File: src/tm16_params.svh
// Constants for the 16-bit timer waveform mode and output control block
`ifndef TM16_PARAMS_SVH
`define TM16_PARAMS_SVH
// ----------------------------------------
// Register offsets
// ----------------------------------------
`define TM_OFS_OUT_CTL 8'h80
`define TM_OFS_CLK_CTL 8'h81
`define TM_OFS_CNT_LO 8'h84
`define TM_OFS_CNT_HI 8'h85
`define TM_OFS_CAP_LO 8'h86
`define TM_OFS_CAP_HI 8'h87
`define TM_OFS_CMPA_LO 8'h88
`define TM_OFS_CMPA_HI 8'h89
`define TM_OFS_CMPB_LO 8'h8a
`define TM_OFS_CMPB_HI 8'h8b
`define TM_OFS_FLAGS 8'h90
// ----------------------------------------
// Fields and reset values
// ----------------------------------------
`define TM_OUT_CTL_WMASK 8'hf3
`define TM_CLK_CTL_WMASK 8'hdf
`define TM_CTL_RESET 8'h00
`define TM_ACT_A_RANGE 7:6
`define TM_ACT_B_RANGE 5:4
`define TM_RSVD_RANGE 3:2
`define TM_WM_LOW_RANGE 1:0
`define TM_WM_HIGH_RANGE 4:3
`define TM_EDGE_SEL_BIT 6
`define TM_FLAG_OVF 0
`define TM_FLAG_MA 1
`define TM_FLAG_MB 2
`define TM_FLAG_CAP 3
`define TM_ACT_TOGGLE 2'h1
// ----------------------------------------
// Fixed TOP values and modes
// ----------------------------------------
`define TM_BOTTOM 16'h0000
`define TM_TOP_MAX 16'hffff
`define TM_TOP_8 16'h00ff
`define TM_TOP_9 16'h01ff
`define TM_TOP_10 16'h03ff
`define TM_WM_CTC_A 4'h4
`define TM_WM_PFC_CAP 4'h8
`define TM_WM_PFC_A 4'h9
`define TM_WM_PC_CAP 4'ha
`define TM_WM_PC_A 4'hb
`define TM_WM_CTC_CAP 4'hc
`define TM_WM_FAST_CAP 4'he
`define TM_WM_FAST_A 4'hf
`endif

File: src/tm16_pkg.sv
// Types and mode decoders for the 16-bit timer block
package tm16_pkg;
  `include "tm16_params.svh"

  typedef enum logic [2:0] {
    TM_CLS_NORMAL = 3'b001,
    TM_CLS_FAST = 3'b010,
    TM_CLS_DUAL = 3'b100
  } tm_cls_e;

  typedef enum logic [1:0] {
    TM_DIR_UP = 2'b01,
    TM_DIR_DOWN = 2'b10
  } tm_dir_e;

  typedef struct packed {
    logic [7:0] addr;
    logic [7:0] wdata;
    logic wr;
    logic rd;
  } tm_bus_req_s;

  typedef struct packed {
    tm_cls_e cls;
    logic [1:0] action;
    logic toggle_ok;
  } tm_chan_ctl_s;

  // Reserved code 13 falls into the normal class
  function automatic tm_cls_e tm_class(input logic [3:0] m);
    unique case (m)
      4'h1, 4'h2, 4'h3, `TM_WM_PFC_CAP, `TM_WM_PFC_A, `TM_WM_PC_CAP,
      `TM_WM_PC_A: tm_class = TM_CLS_DUAL;
      4'h5, 4'h6, 4'h7, `TM_WM_FAST_CAP, `TM_WM_FAST_A:
        tm_class = TM_CLS_FAST;
      default: tm_class = TM_CLS_NORMAL;
    endcase
  endfunction : tm_class

  function automatic logic tm_cap_top(input logic [3:0] m);
    tm_cap_top = (m == `TM_WM_PFC_CAP) || (m == `TM_WM_PC_CAP) ||
      (m == `TM_WM_CTC_CAP) || (m == `TM_WM_FAST_CAP);
  endfunction : tm_cap_top

  function automatic logic tm_toggle_ok(input logic [3:0] m);
    tm_toggle_ok = (m == `TM_WM_PFC_A) || (m == `TM_WM_PC_A) ||
      (m == `TM_WM_FAST_CAP) || (m == `TM_WM_FAST_A);
  endfunction : tm_toggle_ok
endpackage : tm16_pkg

File: src/tm16_timer.sv
// 16-bit timer with waveform mode control, compare and capture
//
// Added by the designer: the address-and-strobe port.
`timescale 1ns/1ps
`include "tm16_params.svh"
module tm16_timer (
  // Clock, reset, clock enable
  input wire logic clock_i,
  input wire logic reset_i,
  input wire logic ce_i,
  // Register port
  input wire tm16_pkg::tm_bus_req_s bus_i,
  output logic [7:0] rdata_o,
  // Timer tick from the prescaler, same clock
  input wire logic timer_tick_i,
  // Pins and port logic
  input wire logic capture_in_pin_i,
  input wire logic dir_a_i,
  input wire logic dir_b_i,
  input wire logic port_a_i,
  input wire logic port_b_i,
  output logic wave_out_a_o,
  output logic wave_out_a_oe_o,
  output logic wave_out_b_o,
  output logic wave_out_b_oe_o,
  output logic capture_pin_enabled_o
);
  import tm16_pkg::*;

  // ----------------------------------------
  // State
  // ----------------------------------------
  logic [7:0] out_ctl_reg;
  logic [7:0] clk_ctl_reg;
  logic [7:0] temp_reg;
  logic [7:0] rdata_reg;
  logic [7:0] rdata_next;
  logic [3:0] flags_reg;
  logic [3:0] flag_set;
  logic [15:0] count_reg;
  logic [15:0] count_next;
  logic [15:0] capture_reg;
  logic [15:0] cmp_buf_reg [2];
  logic [15:0] cmp_work_reg [2];
  tm_dir_e dir_reg;
  tm_dir_e dir_next;
  logic block_reg;
  logic cap_meta_reg;
  logic cap_sync_reg;
  logic cap_prev_reg;

  logic [3:0] wave_mode;
  tm_cls_e cls;
  logic buffered;
  logic cap_top;
  logic [15:0] top_value;
  logic at_top;
  logic at_bot;
  logic ovf_evt;
  logic load_evt;
  logic wrap_evt;
  logic cap_evt;
  logic wr_cnt;
  logic wr_cap;
  logic [1:0] wr_cmp;
  logic [15:0] wide_wdata;
  logic [1:0] match_raw;
  logic [1:0] match_wave;
  logic [1:0] pin_val;
  logic [1:0] pin_oe;
  logic [1:0] dir_pins;
  logic [1:0] port_vals;
  tm_chan_ctl_s chan_ctl [2];

  // ----------------------------------------
  // Mode decode
  // ----------------------------------------
  assign wave_mode = {clk_ctl_reg[`TM_WM_HIGH_RANGE],
    out_ctl_reg[`TM_WM_LOW_RANGE]};
  assign cls = tm_class(wave_mode);
  // Immediate update in Normal, clear-on-match and reserved codes
  assign buffered = (cls != TM_CLS_NORMAL);
  assign cap_top = tm_cap_top(wave_mode);

  always_comb begin
    unique case (wave_mode)
      4'h1, 4'h5: top_value = `TM_TOP_8;
      4'h2, 4'h6: top_value = `TM_TOP_9;
      4'h3, 4'h7: top_value = `TM_TOP_10;
      `TM_WM_CTC_A, `TM_WM_PFC_A, `TM_WM_PC_A, `TM_WM_FAST_A:
        top_value = cmp_work_reg[0];
      `TM_WM_PFC_CAP, `TM_WM_PC_CAP, `TM_WM_CTC_CAP, `TM_WM_FAST_CAP:
        top_value = capture_reg;
      default: top_value = `TM_TOP_MAX;
    endcase
  end

  assign at_top = (count_reg == top_value);
  assign at_bot = (count_reg == `TM_BOTTOM);
  assign wrap_evt = timer_tick_i && at_top && (cls == TM_CLS_FAST);

  // Both references use the tick on which the counter holds the value
  always_comb begin
    ovf_evt = 1'b0;
    load_evt = 1'b0;
    unique case (cls)
      TM_CLS_NORMAL: begin
        ovf_evt = timer_tick_i && (count_reg == `TM_TOP_MAX);
      end
      TM_CLS_FAST: begin
        ovf_evt = wrap_evt;
        load_evt = wrap_evt;
      end
      TM_CLS_DUAL: begin
        ovf_evt = timer_tick_i && at_bot && (dir_reg == TM_DIR_DOWN);
        if ((wave_mode == `TM_WM_PFC_CAP) || (wave_mode == `TM_WM_PFC_A))
          load_evt = ovf_evt;
        else
          load_evt = timer_tick_i && at_top &&
            (dir_reg == TM_DIR_UP);
      end
    endcase
  end

  // ----------------------------------------
  // Register port decode
  // ----------------------------------------
  assign wide_wdata = {temp_reg, bus_i.wdata};
  assign wr_cnt = bus_i.wr && (bus_i.addr == `TM_OFS_CNT_LO);
  assign wr_cap = bus_i.wr && (bus_i.addr == `TM_OFS_CAP_LO);
  assign wr_cmp[0] = bus_i.wr && (bus_i.addr == `TM_OFS_CMPA_LO);
  assign wr_cmp[1] = bus_i.wr && (bus_i.addr == `TM_OFS_CMPB_LO);

  always_ff @(posedge clock_i) begin
    if (reset_i) begin
      out_ctl_reg <= `TM_CTL_RESET;
      clk_ctl_reg <= `TM_CTL_RESET;
    end else if (ce_i && bus_i.wr) begin
      if (bus_i.addr == `TM_OFS_OUT_CTL)
        out_ctl_reg <= bus_i.wdata & `TM_OUT_CTL_WMASK;
      if (bus_i.addr == `TM_OFS_CLK_CTL)
        clk_ctl_reg <= bus_i.wdata & `TM_CLK_CTL_WMASK;
    end
  end

  // Shared high byte keeps 16-bit accesses atomic
  always_ff @(posedge clock_i) begin
    if (reset_i) begin
      temp_reg <= 8'h00;
    end else if (ce_i) begin
      if (bus_i.wr && bus_i.addr[0] && bus_i.addr >= `TM_OFS_CNT_LO &&
          bus_i.addr <= `TM_OFS_CMPB_HI)
        temp_reg <= bus_i.wdata;
      else if (bus_i.rd) begin
        unique case (bus_i.addr)
          `TM_OFS_CNT_LO: temp_reg <= count_reg[15:8];
          `TM_OFS_CAP_LO: temp_reg <= capture_reg[15:8];
          `TM_OFS_CMPA_LO: temp_reg <= cmp_buf_reg[0][15:8];
          `TM_OFS_CMPB_LO: temp_reg <= cmp_buf_reg[1][15:8];
          default: temp_reg <= temp_reg;
        endcase
      end
    end
  end

  always_comb begin
    unique case (bus_i.addr)
      `TM_OFS_OUT_CTL: rdata_next = out_ctl_reg;
      `TM_OFS_CLK_CTL: rdata_next = clk_ctl_reg;
      `TM_OFS_CNT_LO: rdata_next = count_reg[7:0];
      `TM_OFS_CAP_LO: rdata_next = capture_reg[7:0];
      `TM_OFS_CMPA_LO: rdata_next = cmp_buf_reg[0][7:0];
      `TM_OFS_CMPB_LO: rdata_next = cmp_buf_reg[1][7:0];
      `TM_OFS_CNT_HI, `TM_OFS_CAP_HI, `TM_OFS_CMPA_HI, `TM_OFS_CMPB_HI:
        rdata_next = temp_reg;
      `TM_OFS_FLAGS: rdata_next = {4'h0, flags_reg};
      default: rdata_next = 8'h00;
    endcase
  end

  always_ff @(posedge clock_i) begin
    if (reset_i) begin
      rdata_reg <= 8'h00;
    end else if (ce_i) begin
      rdata_reg <= bus_i.rd ? rdata_next : 8'h00;
    end
  end

  assign rdata_o = rdata_reg;

  // ----------------------------------------
  // Counter
  // ----------------------------------------
  always_comb begin
    count_next = count_reg;
    dir_next = dir_reg;
    if (timer_tick_i) begin
      if (cls != TM_CLS_DUAL) begin
        count_next = at_top ? `TM_BOTTOM : count_reg + 16'h0001;
      end else if (dir_reg == TM_DIR_UP) begin
        if (at_top) begin
          dir_next = TM_DIR_DOWN;
          count_next = count_reg - 16'h0001;
        end else begin
          count_next = count_reg + 16'h0001;
        end
      end else if (at_bot) begin
        dir_next = TM_DIR_UP;
        count_next = count_reg + 16'h0001;
      end else begin
        count_next = count_reg - 16'h0001;
      end
    end
    if (wr_cnt)
      count_next = wide_wdata;
  end

  always_ff @(posedge clock_i) begin
    if (reset_i) begin
      count_reg <= `TM_BOTTOM;
      dir_reg <= TM_DIR_UP;
    end else if (ce_i) begin
      count_reg <= count_next;
      dir_reg <= (cls == TM_CLS_DUAL) ? dir_next : TM_DIR_UP;
    end
  end

  // A counter write masks the compare on the next tick
  always_ff @(posedge clock_i) begin
    if (reset_i) begin
      block_reg <= 1'b0;
    end else if (ce_i) begin
      if (wr_cnt)
        block_reg <= 1'b1;
      else if (timer_tick_i)
        block_reg <= 1'b0;
    end
  end

  // ----------------------------------------
  // Compare channels
  // ----------------------------------------
  assign dir_pins = {dir_b_i, dir_a_i};
  assign port_vals = {port_b_i, port_a_i};

  for (genvar ch = 0; ch < 2; ch++) begin : g_chan
    always_ff @(posedge clock_i) begin
      if (reset_i) begin
        cmp_buf_reg[ch] <= `TM_BOTTOM;
        cmp_work_reg[ch] <= `TM_BOTTOM;
      end else if (ce_i) begin
        if (wr_cmp[ch])
          cmp_buf_reg[ch] <= wide_wdata;
        if (wr_cmp[ch] && !buffered)
          cmp_work_reg[ch] <= wide_wdata;
        else if (load_evt && buffered)
          cmp_work_reg[ch] <= cmp_buf_reg[ch];
      end
    end

    assign match_raw[ch] = timer_tick_i && !block_reg &&
      (count_reg == cmp_work_reg[ch]);
    assign chan_ctl[ch].cls = cls;
    assign chan_ctl[ch].action = (ch == 0) ?
      out_ctl_reg[`TM_ACT_A_RANGE] : out_ctl_reg[`TM_ACT_B_RANGE];
    assign chan_ctl[ch].toggle_ok = (cls == TM_CLS_NORMAL) ||
      ((ch == 0) && tm_toggle_ok(wave_mode));
    assign match_wave[ch] = match_raw[ch] && !((cls == TM_CLS_FAST) &&
      (cmp_work_reg[ch] == top_value) && chan_ctl[ch].action[1]);

    tm16_wave_unit u_wave (
      .clock_i(clock_i),
      .reset_i(reset_i),
      .ce_i(ce_i),
      .ctl_i(chan_ctl[ch]),
      .match_i(match_wave[ch]),
      .wrap_i(wrap_evt),
      .count_up_i(dir_reg == TM_DIR_UP),
      .dir_out_i(dir_pins[ch]),
      .port_val_i(port_vals[ch]),
      .pin_o(pin_val[ch]),
      .pin_oe_o(pin_oe[ch])
    );
  end

  assign wave_out_a_o = pin_val[0];
  assign wave_out_a_oe_o = pin_oe[0];
  assign wave_out_b_o = pin_val[1];
  assign wave_out_b_oe_o = pin_oe[1];

  // ----------------------------------------
  // Capture input
  // ----------------------------------------
  always_ff @(posedge clock_i) begin
    if (reset_i) begin
      cap_meta_reg <= 1'b0;
      cap_sync_reg <= 1'b0;
      cap_prev_reg <= 1'b0;
    end else if (ce_i) begin
      cap_meta_reg <= capture_in_pin_i;
      cap_sync_reg <= cap_meta_reg;
      cap_prev_reg <= cap_sync_reg;
    end
  end

  assign cap_evt = !cap_top && (clk_ctl_reg[`TM_EDGE_SEL_BIT] ?
    (cap_sync_reg && !cap_prev_reg) :
    (!cap_sync_reg && cap_prev_reg));
  assign capture_pin_enabled_o = !cap_top;

  always_ff @(posedge clock_i) begin
    if (reset_i) begin
      capture_reg <= `TM_BOTTOM;
    end else if (ce_i) begin
      if (wr_cap)
        capture_reg <= wide_wdata;
      else if (cap_evt)
        capture_reg <= count_reg;
    end
  end

  // ----------------------------------------
  // Flags, write one to clear, set wins
  // ----------------------------------------
  always_comb begin
    flag_set = 4'h0;
    flag_set[`TM_FLAG_OVF] = ovf_evt;
    flag_set[`TM_FLAG_MA] = match_raw[0];
    flag_set[`TM_FLAG_MB] = match_raw[1];
    flag_set[`TM_FLAG_CAP] = cap_evt;
  end

  always_ff @(posedge clock_i) begin
    if (reset_i) begin
      flags_reg <= 4'h0;
    end else if (ce_i) begin
      if (bus_i.wr && bus_i.addr == `TM_OFS_FLAGS)
        flags_reg <= (flags_reg & ~bus_i.wdata[3:0]) | flag_set;
      else
        flags_reg <= flags_reg | flag_set;
    end
  end
endmodule : tm16_timer

File: src/tm16_wave_unit.sv
// Output waveform generator and pin mux for one compare channel
`timescale 1ns/1ps
module tm16_wave_unit (
  // Clock and reset
  input wire logic clock_i,
  input wire logic reset_i,
  input wire logic ce_i,
  // Channel control and events
  input wire tm16_pkg::tm_chan_ctl_s ctl_i,
  input wire logic match_i,
  input wire logic wrap_i,
  input wire logic count_up_i,
  // Port side
  input wire logic dir_out_i,
  input wire logic port_val_i,
  output logic pin_o,
  output logic pin_oe_o
);
  import tm16_pkg::*;

  logic wave_reg;
  logic wave_next;
  logic pin_reg;
  logic oe_reg;
  logic connected;

  assign connected = (|ctl_i.action) &&
    ((ctl_i.action != `TM_ACT_TOGGLE) || ctl_i.toggle_ok);

  always_comb begin
    wave_next = wave_reg;
    unique case (ctl_i.cls)
      TM_CLS_NORMAL: begin
        if (match_i) begin
          if (ctl_i.action == `TM_ACT_TOGGLE)
            wave_next = ~wave_reg;
          else if (ctl_i.action[1])
            wave_next = ctl_i.action[0];
        end
      end
      TM_CLS_FAST: begin
        if (ctl_i.action == `TM_ACT_TOGGLE) begin
          if (match_i && ctl_i.toggle_ok)
            wave_next = ~wave_reg;
        end else if (ctl_i.action[1]) begin
          // Wrap wins so a compare at TOP leaves the BOTTOM level
          if (wrap_i)
            wave_next = ~ctl_i.action[0];
          else if (match_i)
            wave_next = ctl_i.action[0];
        end
      end
      TM_CLS_DUAL: begin
        if (match_i) begin
          if (ctl_i.action == `TM_ACT_TOGGLE) begin
            if (ctl_i.toggle_ok)
              wave_next = ~wave_reg;
          end else if (ctl_i.action[1]) begin
            wave_next = count_up_i ? ctl_i.action[0] :
              ~ctl_i.action[0];
          end
        end
      end
    endcase
  end

  always_ff @(posedge clock_i) begin
    if (reset_i) begin
      wave_reg <= 1'b0;
    end else if (ce_i) begin
      wave_reg <= wave_next;
    end
  end

  always_ff @(posedge clock_i) begin
    if (reset_i) begin
      pin_reg <= 1'b0;
      oe_reg <= 1'b0;
    end else if (ce_i) begin
      pin_reg <= connected ? wave_next : port_val_i;
      oe_reg <= dir_out_i;
    end
  end

  assign pin_o = pin_reg;
  assign pin_oe_o = oe_reg;
endmodule : tm16_wave_unit

File: config.mk
export PLATFORM = sky130hd
export DESIGN_NAME = tm16_timer
export DESIGN_NICKNAME = d
export VERILOG_FILES = /design/src/tm16_pkg.sv /design/src/tm16_timer.sv /design/src/tm16_wave_unit.sv
export VERILOG_INCLUDE_DIRS = /design/src
export SDC_FILE = /design/constraint.sdc
export NUM_CORES = 1
export LEC_CHECK = 0
export BUFFER_PORTS_ARGS = -buffer_cell sky130_fd_sc_hd__buf_2
export CORE_AREA = 4 4 194 196
export DETAILED_ROUTE_END_ITERATION = 8
export DIE_AREA = 0 0 198 200
export MAX_ROUTING_LAYER = met4
export PLACE_DENSITY = 0.48
export SLEW_MARGIN = 0
export SYNTH_ARGS = -nofsm -noshare
export SYNTH_HDL_FRONTEND = slang
export SYNTH_SLANG_ARGS = --single-unit
File: constraint.sdc
create_clock -name clock_i -period 6.82 [get_ports clock_i]
set_clock_uncertainty 0.05 [all_clocks]
set_input_delay 1.364 -clock clock_i [delete_from_list [all_inputs] [get_ports clock_i]]
set_output_delay 1.364 -clock clock_i [all_outputs]
set_load 0.03 [all_outputs]
==> results_dict.tcl <==
set metrics [dict create \
    outcome "complete, no violations" \
    syn_avg_cell_area_um2 8.13 \
    core_area_mm2 0.0361 \
    cts_setup_buffers 0 \
    cp.arrival_ns 4.70 \
    slew_violations 0 \
    slew_headroom_pct 24.2 \
    antenna_found_initial 1 \
    hpwlAfterDp_um 31400 \
    cts-root-buf "clkbuf_16" \
    crit_fanout 34 \
    synth_area_leader_cell "edfxtp_1" \
    layout-drive-gt1-share_pct 10.3 \
    layout.cells.non_filler 1674 \
    ant_nets 0 \
    end_kind "register" \
    cts_made_buffers 17 \
    drt-vias-per-instance 6.02 \
    ys_ff_latch 141 \
    setup_viol 0 \
    io_buffers 39 \
    n_fill_cell 3909 \
    grt.total_usage_pct 22.5 \
    rows 70 \
    wl_per_cell_um 26.3 \
    vdd_drop_max_v 0.000155 \
    min-delay-start "clk_ctl_reg[0]" \
    num_vias 10085 \
    async_flop_share_pct 0 \
    hold_buffers 0 \
    ys_seq_area_share_pct 34.8 \
    fin_tns_setup_ns 0 \
    place.gp.congestion 0.982 \
    rsz0062_at_grt "false" \
    ios 40 \
    synth_top_cell_area_share_pct 19.3 \
    postSynthCellCount 1225 \
    rr_endpoint "cmp_work_reg[0][6]" \
    hp-class "register to register" \
    synth_area_mm2 0.00996 \
    post-route-period-util_pct 68.7 \
    syn_nets 1255 \
    cp_data_required_time_ns 6.83 \
    synth_area_leaders "edfxtp_1, dfxtp_1, nand2_1, nor2_1, a21oi_1" \
    ctsLongestPathBuffers 2 \
    area_growth_pct 10.5 \
    num_antenna_cells 0 \
    grt_start_max_net_pins 60 \
    synth_cell_type_count 88 \
    routed_wl_um 44000 \
    die_h_um 200 \
    grt_pass1_wl_um 64400 \
    ys.flop_type "dfxtp_1" \
    max_freq_mhz 213 \
    cts.clk_slew.worst_paths_ns 0.07 \
    crit_type "register to register" \
    fin_crit_ns 4.69 \
    grt_remaining_overflow 0 \
    die_w_um 198 \
    firstDrtPassIters 7 \
    ys_warn_count 0 \
    synth_edf_count 64 \
    r2r_cells 12 \
    hold-path-endpoint "clk_ctl_reg[0]" \
    htree_levels 4 \
    cts_tree "yes" \
    final_core_util_pct 30.5 \
    maxCapViolCount 0 \
    powerDensity_mw_per_mm2 184 \
    dpl.cell_count 1642 \
    hold_depth 2 \
    insertion_delay_ns 0.43 \
    cts_resized 0 \
    cts.sinks 141 \
    nets 1223 \
    worstMarginPinSlew_ns 1.13 \
    regToRegSetupSlack_ns 2.13 \
    die_area_mm2 0.0396 \
    drc 0 \
    final-hold-violation-count 0 \
    grt_pass1_vias 9333 \
    critPathLaunchType "register" \
    r2r_start "clk_ctl_reg[3]" \
    drtIter0Drc 1462 \
    p_leak_nw 3.85 \
    initial_core_util_pct 27.6 \
]
[cell type report]
cell class,count,area (um^2),share of cell area (%)
Clock inverter,14,133,1.21
Timing Repair Buffer,65,390,3.55
Clock buffer,18,429,3.90
Inverter,34,128,1.16
Sequential cell,141,3470,31.5
Tap cell,468,586,5.32
Multi-Input combinational cell,934,5870,53.4
[synthesized netlist by cell type (all sizes together) (18+ instances only)]
| library cell | instances |
|---|---|
| xnor2 | 31 |
| o21ai | 64 |
| nor2 | 115 |
| mux2i | 22 |
| a311oi | 25 |
| buf | 39 |
| dfxtp | 77 |
| a22oi | 24 |
| and2 | 45 |
| inv | 34 |
| nor3 | 38 |
| xor2 | 35 |
| a21oi | 77 |
| nor4 | 18 |
| a22o | 32 |
| clkbuf | 77 |
| nand2 | 135 |
| nand3 | 35 |
| a222oi | 21 |
| edfxtp | 64 |
[worst max-delay path by stage]
stage                               from                   to  cells past startpoint  slack (ns)
after floorplan                bus_i[15]  cmp_work_reg[0][11]                     10        3.07
after global placement    out_ctl_reg[1]  cmp_work_reg[1][10]                     12        2.30
after global routing      out_ctl_reg[1]   cmp_work_reg[0][6]                     12        1.82
after detailed placement  out_ctl_reg[1]  cmp_work_reg[0][15]                     12        2.22
after CTS                 out_ctl_reg[1]   cmp_work_reg[0][6]                     12        2.22
final                     clk_ctl_reg[3]   cmp_work_reg[0][6]                     12        2.13
[layer usage]
| metal | routed length (um) | GRT usage [%] |
|---|---|---|
| met1 | 19200 | 30.8 |
| met2 | 19500 | 34.2 |
| met3 | 3550 | 2.90 |
| met4 | 1690 | 8.19 |
| met5 | 0 | - |
[metrics by stage]
| stage | total power, mW | worst slack (ns) | hold WS, ns | cell area, um^2 |
|---|---|---|---|---|
| after global routing | 2.09 | 1.82 | 0.432 | 11000 |
| after detailed placement | 1.15 | 2.22 | 0.401 | 10400 |
| after global placement | 1.15 | 2.30 | 0.396 | 10400 |
| after floorplan | 1.06 | 3.07 | 0.381 | 9960 |
| final | 2.03 | 2.13 | 0.412 | 11000 |
| after CTS | 2.03 | 2.22 | 0.411 | 11000 |
[kinds of logic (layout without fill, tap and decap cells)]
logic type,count (synthesis),count (layout),synth area share (%)
adder cells (fa/ha/maj),3,3,0.377
AO/OA/AOI/OAI,352,352,25.3
multiplexers,23,23,2.44
flip-flops,141,141,34.8
XOR/XNOR,66,66,5.80
buffers and inverters,150,131,6.28
AND/OR/NAND/NOR,490,490,25.0
[worst max-delay path: stages, from the launching register on]
cell	delay [ns]
dfxtp_1	0.59
buf_4	0.33
nand2b_1	0.38
o31ai_1	0.42
a221o_1	0.24
o221ai_1	0.11
nor4_1	0.33
and3_1	0.23
nand3_1	0.15
o21ai_0	0.23
and4_1	0.21
buf_4	0.34
a311o_1	0.68
[power by group]
group / switching, mW / internal, mW / total, mW
clock: 0.415 / 0.479 / 0.894
sequential: 0.0388 / 0.904 / 0.942
combinational: 0.131 / 0.0613 / 0.192
[layout by cell type (no fill, tap or decap), types with 5 or more instances in the layout]
cell and count:
a211oi_1 8, a21o_1 6, a21oi_1 71, a221o_1 7
a221oi_1 5, a222oi_1 21, a22o_1 32, a22oi_1 24
a311oi_1 25, a31oi_1 17, and2_1 43, and3_1 16
and4_1 7, buf_2 39, buf_4 26, clkbuf_16 17
dfxtp_1 75, edfxtp_1 64, inv_1 32, mux2i_1 22
nand2_1 135, nand2b_1 13, nand3_1 35, nand4_1 10
nor2_1 115, nor2b_1 11, nor3_1 38, nor4_1 16
o211ai_1 8, o21ai_0 61, o221ai_1 5, o22ai_1 11
or3_1 11, or4b_1 6, xnor2_1 31, xor2_1 35
(Power assumes the default switching activity.)
